**config.mk**
```make
export PLATFORM = sky130hd
export DESIGN_NAME = watchdog_interval_timer
export DESIGN_NICKNAME = d
export VERILOG_FILES = /design/src/verilog/watch_pkg.sv /design/src/verilog/watchdog_interval_timer.sv
export SDC_FILE = /design/constraint.sdc
export NUM_CORES = 1
export LEC_CHECK = 0
export BUFFER_PORTS_ARGS = -buffer_cell sky130_fd_sc_hd__buf_2
export CAP_MARGIN = 25
export CORE_MARGIN = 2
export CORE_UTILIZATION = 45
export DETAILED_ROUTE_END_ITERATION = 16
export HOLD_SLACK_MARGIN = 0.06
export PLACE_DENSITY = 0.75
export SYNTH_ARGS = -nofsm -noshare
export SYNTH_HDL_FRONTEND = slang
export SYNTH_SLANG_ARGS = --single-unit
```
**constraint.sdc**
```tcl
create_clock -name MCLK_IN -period 2.4 [get_ports MCLK_IN]
set_input_delay 0.48 -clock MCLK_IN [delete_from_list [all_inputs] [get_ports MCLK_IN]]
set_output_delay 0.48 -clock MCLK_IN [all_outputs]
set_load 0.02 [all_outputs]
```
**src/verilog/watch_pkg.sv**
```systemverilog
// package: register map, field layout and constants of the watchdog timer
package watch_pkg;

    // ====================================================================
    // register map (byte addresses on the apb bus)
    localparam logic [11:0] ADDR_COUNTER = 12'h000;
    localparam logic [11:0] ADDR_CONTROL = 12'h004;

    // ====================================================================
    // access keys and strobe pattern of the only legal (16-bit) write
    localparam logic [7:0] KEY_COUNTER = 8'h5A;
    localparam logic [7:0] KEY_CONTROL = 8'hA5;
    localparam logic [3:0] STRB_HALF   = 4'h3;

    // ====================================================================
    // counter values
    localparam logic [7:0] COUNT_ZERO    = 8'h00;
    localparam logic [7:0] COUNT_ONE     = 8'h01;
    localparam logic [7:0] COUNT_TOP     = 8'hFF;
    localparam logic [7:0] COUNT_REENTER = 8'h80;
    localparam logic [7:0] COUNT_PRE_RE  = 8'h7F;

    // ====================================================================
    // count clock prescaler: eight taps, undivided down to divide by 4096
    localparam int          PRE_WIDTH = 12;
    localparam logic [11:0] PRE_ZERO  = 12'h000;
    localparam logic [11:0] PRE_ONE   = 12'h001;
    localparam logic [11:0] MASK_DIV1    = 12'h000;
    localparam logic [11:0] MASK_DIV4    = 12'h003;
    localparam logic [11:0] MASK_DIV16   = 12'h00F;
    localparam logic [11:0] MASK_DIV32   = 12'h01F;
    localparam logic [11:0] MASK_DIV64   = 12'h03F;
    localparam logic [11:0] MASK_DIV256  = 12'h0FF;
    localparam logic [11:0] MASK_DIV1024 = 12'h3FF;
    localparam logic [11:0] MASK_DIV4096 = 12'hFFF;

    // ====================================================================
    // wake pins: one non-maskable plus eight external interrupt pins
    localparam int         WAKE_PINS  = 9;
    localparam logic [8:0] WAKE_CLEAR = 9'h000;

    // ====================================================================
    // control/status register layout, bit 3 reserved and read as zero
    typedef struct packed {
        logic       timer_run_bit;
        logic       mode_select_bit;
        logic       watchdog_overflow_flag;
        logic       interval_overflow_flag;
        logic       reserved;
        logic [2:0] count_clock_select;
    } control_t;

    localparam control_t CONTROL_RESET = 8'h00;

    // ====================================================================
    // sequencing states, gray along idle-sleep-wake-after
    typedef enum logic [2:0] {
        ST_IDLE   = 3'b000,
        ST_SLEEP  = 3'b001,
        ST_WAKE   = 3'b011,
        ST_AFTER  = 3'b010,
        ST_LOCKED = 3'b110,
        ST_FREQ   = 3'b100
    } state_t;

endpackage

```
**src/verilog/watchdog_interval_timer.sv**
```systemverilog
// watchdog / interval timer with keyed apb register access
`timescale 1ns/100ps

// Function
// 8-bit counter steps per selected tick; overflow: reset or interrupt.
// counter cleared by pin or debug reset, kept across own overflow reset.
// counter written only by 16-bit write with key 5A; bytes read it.
// control/status written only by 16-bit write with key A5.
// byte or longword writes to either register change nothing.
// control/status survives overflow reset, cleared by pin or debug reset.
// three-bit select picks one of eight clocks, divide 1 to 4096.
// mode bit 1 gives watchdog mode, 0 gives interval mode.
// normal counting only while run bit is 1.
// watchdog overflow sets its flag, requests chip reset, keeps counting.
// interval overflow sets its flag, requests interrupt, keeps counting.
// in standby, a level change on wake pins starts the count.
// standby-exit overflow restarts clocks without setting watchdog flag.
// after exit count on; standby bit set at 0x80 re-enters standby.
// pll write halts processor and counts; overflow resumes clocks.
// after the frequency-change overflow the counter stops at zero.
// a divider-only change does not involve the timer.
// software stops timer and loads select and count before such waits.
// software rewrites counter to zero periodically in watchdog mode.
// software checks counter is zero after a frequency change.
// standby ended by reset leaves timer idle; reset pin held until stable.
// interval mode: wrap right after writing FF is not an overflow.
// flags stay set until cleared by writing 0; writing 1 does nothing.
module watchdog_interval_timer
    import watch_pkg::*;
(
    // clock and reset
    input  wire logic                 MCLK_IN,
    input  wire logic                 RST_N_IN,
    input  wire logic                 DEBUG_RESET_IN,
    // apb slave
    input  wire logic                 PSEL_IN,
    input  wire logic                 PENABLE_IN,
    input  wire logic                 PWRITE_IN,
    input  wire logic [11:0]          PADDR_IN,
    input  wire logic [31:0]          PWDATA_IN,
    input  wire logic [3:0]           PSTRB_IN,
    output logic      [31:0]          PRDATA_OUT,
    output logic                      PREADY_OUT,
    output logic                      PSLVERR_OUT,
    // power control and clock generator side
    input  wire logic                 SOFT_STANDBY_IN,
    input  wire logic                 STANDBY_SELECT_IN,
    input  wire logic                 PLL_WRITE_IN,
    input  wire logic [WAKE_PINS-1:0] WAKE_PINS_IN,
    // requests out
    output logic                      CHIP_RESET_OUT,
    output logic                      INTERVAL_IRQ_OUT,
    output logic                      CLOCK_RESTART_OUT,
    output logic                      STANDBY_REENTER_OUT,
    output logic                      CPU_HALT_OUT
);

    // ====================================================================
    // prescaler tap decode
    function automatic logic tap_hit(input logic [2:0]  sel,
                                     input logic [11:0] pre);
        logic [11:0] mask;
        mask = MASK_DIV1;
        unique case (sel)
            3'h0: mask = MASK_DIV1;
            3'h1: mask = MASK_DIV4;
            3'h2: mask = MASK_DIV16;
            3'h3: mask = MASK_DIV32;
            3'h4: mask = MASK_DIV64;
            3'h5: mask = MASK_DIV256;
            3'h6: mask = MASK_DIV1024;
            3'h7: mask = MASK_DIV4096;
        endcase
        return (pre & mask) == PRE_ZERO;
    endfunction

    // ====================================================================
    // state
    state_t         state;
    state_t         next_state;

    control_t       control;
    control_t       next_control;

    logic [7:0]     count;
    logic [7:0]     next_count;

    logic [11:0]    prescale;
    logic [11:0]    next_prescale;

    logic           skip_wrap;
    logic           next_skip_wrap;

    logic [WAKE_PINS-1:0] pins_prev;

    logic           reset_pulse;
    logic           next_reset_pulse;

    logic           restart_pulse;
    logic           next_restart_pulse;

    logic           reenter_pulse;
    logic           next_reenter_pulse;

    logic [31:0]    rdata;
    logic [31:0]    next_rdata;

    logic           rerr;
    logic           next_rerr;

    // ====================================================================
    // bus decode
    logic setup;
    logic access;

    logic hit_counter;
    logic hit_control;
    logic half_write;
    logic counter_write;
    logic control_write;

    assign setup       = PSEL_IN && !PENABLE_IN;
    assign access      = PSEL_IN && PENABLE_IN && PWRITE_IN;
    assign hit_counter = PADDR_IN == ADDR_COUNTER;
    assign hit_control = PADDR_IN == ADDR_CONTROL;
    // only a 16-bit lane pattern can carry the key; others are dropped
    assign half_write  = access && PSTRB_IN == STRB_HALF;
    assign counter_write = half_write && hit_counter
                        && PWDATA_IN[15:8] == KEY_COUNTER;
    assign control_write = half_write && hit_control
                        && PWDATA_IN[15:8] == KEY_CONTROL;

    // ====================================================================
    // counting decode
    logic tick;
    logic counting;
    logic tick_en;
    logic wrap;
    logic overflow;
    logic wake_change;

    assign tick = tap_hit(control.count_clock_select, prescale);
    // normal mode needs the run bit; wait states count regardless
    assign counting = (state == ST_IDLE && control.timer_run_bit)
                   || state == ST_WAKE || state == ST_AFTER
                   || state == ST_FREQ;
    assign tick_en     = tick && counting;
    assign wrap        = tick_en && count == COUNT_TOP;
    assign overflow    = wrap && !counter_write && !skip_wrap;
    assign wake_change = WAKE_PINS_IN != pins_prev;

    // ====================================================================
    // next values
    always_comb begin
        next_state         = state;
        next_control       = control;
        next_count         = count;
        next_prescale      = prescale + PRE_ONE;
        next_skip_wrap     = skip_wrap;

        next_reset_pulse   = 1'b0;
        next_restart_pulse = 1'b0;
        next_reenter_pulse = 1'b0;

        next_rdata         = rdata;
        next_rerr          = rerr;

        // read data is captured in the setup phase: zero-wait answer
        if (setup) begin
            next_rerr  = !(hit_counter || hit_control);
            next_rdata = 32'h0000_0000;
            if (hit_counter) begin
                next_rdata[7:0] = count;
            end
            if (hit_control) begin
                next_rdata[7:0] = control;
            end
        end

        if (control_write) begin
            next_control.timer_run_bit      = PWDATA_IN[7];
            next_control.mode_select_bit    = PWDATA_IN[6];
            next_control.count_clock_select = PWDATA_IN[2:0];
            // flags only clear on 0, a 1 leaves them alone
            next_control.watchdog_overflow_flag =
                control.watchdog_overflow_flag && PWDATA_IN[5];
            next_control.interval_overflow_flag =
                control.interval_overflow_flag && PWDATA_IN[4];
        end

        // a software write wins over a tick in the same cycle
        if (counter_write) begin
            next_count     = PWDATA_IN[7:0];
            next_skip_wrap = PWDATA_IN[7:0] == COUNT_TOP
                          && !control.mode_select_bit;
        end else if (tick_en) begin
            next_count     = count + COUNT_ONE;
            next_skip_wrap = 1'b0;
        end

        unique case (state)
            ST_IDLE: begin
                if (overflow && control.mode_select_bit) begin
                    // flag set wins over a clearing write in this cycle
                    next_control.watchdog_overflow_flag = 1'b1;
                    next_reset_pulse = 1'b1;
                end else if (overflow) begin
                    next_control.interval_overflow_flag = 1'b1;
                end
                // a divider-only change never arrives here
                if (PLL_WRITE_IN) begin
                    next_state = ST_FREQ;
                end else if (SOFT_STANDBY_IN) begin
                    next_state = ST_SLEEP;
                end
            end
            ST_SLEEP: begin
                if (wake_change) begin
                    next_state = ST_WAKE;
                end else if (!SOFT_STANDBY_IN) begin
                    next_state = ST_IDLE;
                end
            end
            ST_WAKE: begin
                if (overflow) begin
                    next_restart_pulse = 1'b1;
                    next_state = ST_AFTER;
                end
            end
            ST_AFTER: begin
                if (!STANDBY_SELECT_IN) begin
                    next_state = ST_IDLE;
                end else if (tick_en && !counter_write
                             && count == COUNT_PRE_RE) begin
                    next_reenter_pulse = 1'b1;
                    next_state = ST_LOCKED;
                end
            end
            ST_LOCKED: begin
                // only a pin reset or a debug-port reset leaves this standby
                next_state = ST_LOCKED;
            end
            ST_FREQ: begin
                if (overflow) begin
                    next_restart_pulse = 1'b1;
                    next_count = COUNT_ZERO;
                    next_state = ST_IDLE;
                end
            end
            default: begin
                next_state = ST_IDLE;
            end
        endcase

        // debug-port reset acts like the pin reset, one cycle later
        if (DEBUG_RESET_IN) begin
            next_state         = ST_IDLE;
            next_control       = CONTROL_RESET;
            next_count         = COUNT_ZERO;
            next_prescale      = PRE_ZERO;
            next_skip_wrap     = 1'b0;
            next_reset_pulse   = 1'b0;
            next_restart_pulse = 1'b0;
            next_reenter_pulse = 1'b0;
        end
        next_control.reserved = 1'b0;
    end

    // ====================================================================
    // registers; the chip reset request does not feed back into them
    always_ff @(posedge MCLK_IN or negedge RST_N_IN) begin
        if (!RST_N_IN) begin
            state         <= ST_IDLE;
            control       <= CONTROL_RESET;
            count         <= COUNT_ZERO;
            prescale      <= PRE_ZERO;
            skip_wrap     <= 1'b0;

            pins_prev     <= WAKE_CLEAR;
            reset_pulse   <= 1'b0;
            restart_pulse <= 1'b0;
            reenter_pulse <= 1'b0;

            rdata         <= 32'h0000_0000;
            rerr          <= 1'b0;
        end else begin
            state         <= next_state;
            control       <= next_control;
            count         <= next_count;
            prescale      <= next_prescale;
            skip_wrap     <= next_skip_wrap;

            pins_prev     <= WAKE_PINS_IN;
            reset_pulse   <= next_reset_pulse;
            restart_pulse <= next_restart_pulse;
            reenter_pulse <= next_reenter_pulse;

            rdata         <= next_rdata;
            rerr          <= next_rerr;
        end
    end

    // ====================================================================
    // outputs
    assign PRDATA_OUT          = rdata;
    assign PREADY_OUT          = 1'b1;
    assign PSLVERR_OUT         = PSEL_IN && PENABLE_IN && rerr;

    assign CHIP_RESET_OUT      = reset_pulse;
    assign INTERVAL_IRQ_OUT    = control.interval_overflow_flag;
    assign CLOCK_RESTART_OUT   = restart_pulse;
    assign STANDBY_REENTER_OUT = reenter_pulse;
    assign CPU_HALT_OUT        = state == ST_FREQ;
endmodule // watchdog_interval_timer

```
==> impl_metrics.csv <==
group,metric,value,unit
run_status,status,"complete, no violations",
timing,maxSlewViolCount,0,
layout,drive_gt1_share,27.30,%
yosys,syn_inst,295,
layout,fillers,572,
grt,grt_antenna_before_repair,0,
clock_tree,cts_sinks,52,
yosys,ys_seq_area_share,45.43,%
yosys,yosysWarnings,0,
power,clkPwrFrac,33.8,%
timing,holdWs,0.2791,ns
worst_setup_path,critical_path_class,"reg -> reg",
yosys,synth_commonest_cells,"dfrtp_1 (52), nor2_1 (29), buf_4 (25)",
worst_setup_path,cp-startpoint,"prescale[0]",
layout,diodes,0,
yosys,synth.most_common_cell,"dfrtp_1",
die,dieArea,0.007018,mm2
power,comb_power_share,14.6,%
power,sw_frac_of_total,26.16,%
layout,register_area,0.001301,mm2
min_path,hold_class,"in -> async",
placed_design,port_buffers,63,
power,p_int,1.307,mW
power,p_total,1.770,mW
yosys,synth_area_leader_cell,"dfrtp_1",
yosys,synth_area_per_cell,9.708,um2
timing,finalHoldViolCount,0,
worst_setup_path,worstPathArrival,2.53,ns
die,rows,29,
drt,drt_first_pass_iters,4,
drt,antenna_left,0,
grt,grt_overflow,0,
yosys,netlist_top_cells_area,"dfrtp_1 (45%), buf_4 (6.6%), mux2i_1 (4.5%)",
clock_tree,ctsRootBufferMaster,"clkbuf_8",
timing,relSlewSlack,56.07,%
layout,instances_no_fill,447,
worst_setup_path,reg2reg_from,"prescale[0]",
yosys,synth_edf_count,0,
die,die_w,83.78,um
power,power.density,521.5,mW/mm2
layout,postLayoutCoreUtil,54.39,%
power,leakagePower,1.637,nW
clock_tree,cts_max_level,2,
drt,dr_total_vias,2328,
clock_tree,cts_buffers,5,
timing,setup_viol,0,
drt,wl,6.220,mm
worst_setup_path,critPathLaunchType,"flip-flop",
layout,multi_input_area,0.001390,mm2
placed_design,gp_congestion,0.8678,
clock_tree,ctsLongestPathBuffers,2,
clock_tree,path_clk_slew,0.10,ns
layout,layout-area-overhead-vs-synth,18.52,%
clock_tree,clk_latency,0.30,ns
yosys,ys_seq_elements,52,
drt,drc,0,
yosys,synth.top_cell.area_share,45.43,%
worst_setup_path,crit_path_max_fanout,5,
grt,grt_pass1_wl,10.09,mm
worst_setup_path,required,2.60,ns
timing,fin_crit,2.324,ns
timing,max_freq,430.2,MHz
job,drv_cap,0,
placed_design,hpwl,4.764,mm
grt,grt_max_degree,53,
die,io-pin-count,105,
worst_setup_path,worst_path_max_delay_cell,"or4_4",
clock_tree,holdBufCountCts,0,
drt,avgViaCountPerCell,5.208,
yosys,ys_types,47,
yosys,synth-async-reset-ratio,100.0,%
grt,grt_usage,17.72,%
worst_setup_path,crit_family,"simple AND/OR/NAND/NOR gates",
power,power_switching,0.4631,mW
power,peakVddDrop,0.3534,mV
grt,grt_pass1_vias,2173,
timing,skew,0.006976,ns
timing,post-route-period-util,96.85,%
clock_tree,cts_tree,"yes",
worst_setup_path,crit_chain,"or4_4 -> o31ai_4 -> nand3b_1 -> nor2_1 -> mux2i_1 -> a211oi_1",
worst_setup_path,end_kind,"flip-flop",
die,chipHeight,83.78,um
placed_design,dp.cells,438,
drt,drtIter0Drc,98,
worst_setup_path,critPathMaxStageDelay,0.56,ns
yosys,synth.cell_area,0.002864,mm2
die,floorplan.initialDensity,45.89,%
power,p_seq_share,51.6,%
layout,final_nets,437,
worst_setup_path,crit_buf_inv,0,
timing,worst_slew_pin_slew,0.6589,ns
yosys,synthFlopType,"dfrtp_1",
die,coreArea,0.006241,mm2
drt,avgRoutedWirePerCell,13.91,um
[worst paths after layout]
check / cells after the start / slack (ns) / to
max: 6 / 0.08 / count[1]
max reg2reg: 6 / 0.08 / count[1]
min: 2 / 0.28 / PRDATA_OUT[1]
max in group asynchronous: 2 / 1.67 / pins_prev[0]
min in group MCLK_IN: 1 / 0.31 / pins_prev[6]
min reg2reg: 2 / 0.48 / PRDATA_OUT[7]
[power by group through the flow]
stage	Clock, mW	Sequential, mW	Combinational (mW)
floorplan	0	0.928	0.179
global placement	0	0.929	0.252
detailed placement	0	0.931	0.258
CTS	0.614	0.913	0.259
global route	0.652	0.917	0.285
finish	0.598	0.913	0.259
[cells by family (layout without fill, tap and decap cells)]
logic type / after synthesis / count (layout) / share of synthesized area (%)
flip-flops: 52 / 52 / 45.43
other: 2 / 25 / 0.2622
AND/OR/NAND/NOR: 110 / 110 / 20.58
XOR/XNOR: 23 / 23 / 7.034
AO/OA/AOI/OAI: 46 / 46 / 11.53
multiplexers: 14 / 14 / 4.936
buffers and inverters: 46 / 98 / 9.349
adder cells (fa/ha/maj): 2 / 2 / 0.8736
[placed cells by master, fill, tap and decap left out, types with 4 or more instances in the layout]
cell and n:
nand2_1 22, a21oi_1 6, inv_1 6, and3_1 4, nor2_1 29, xnor2_1 9
o21ai_0 9, nor4_1 6, or4_1 4, mux2i_1 13, conb_1 25, buf_4 21
clkbuf_8 5, o31ai_1 7, nand3b_1 6, buf_2 63, nand3_1 12, dfrtp_1 52
a211oi_1 12, xor2_1 14
[state kept, by name, summed over array words and instances (netlist names), 3 cells and up]
register	count
state	3
control	6
PRDATA_OUT	8
count	8
prescale	12
pins_prev	9
[final cells by class]
class                   count  share of cell area, %
multi-input cells         220                  40.95
flip-flops and latches     52                  38.33
repair buffers             84                  13.93
well taps                  77                  2.838
clock buffers               5                  2.027
clock inverters             3                  1.253
inverters                   6                 0.6635
[routing by layer]
metal	vias to the layer above	wire, um	GRT usage [%]	part of all wire, %
li1	1133	-	-	-
met1	1103	2560	21.43	41
met2	83	3111	31.78	50
met3	9	476	4.154	7.7
met4	0	72	4.399	1.2
met5	-	0	0	0
[through the flow]
stage	TNS, ns	instance area, um2	worst slack, ns
2_1_floorplan	0	2950	0.04752
4_1_cts	0	3382	0.06003
3_5_place_dp	-1.061	3267	-0.1384
3_3_place_gp	-0.8510	3267	-0.1262
5_1_grt	-0.1067	3395	-0.04146
6_report	0	3395	0.07554
[timing repair]
action / CTS / global route
gates resized for setup: 1 / 1
endpoints found under the setup margin: 8 / 11
pin swaps: 0 / 3
setup buffers: 0 / 1
No activity file was read; power rests on OpenSTA's default activity.
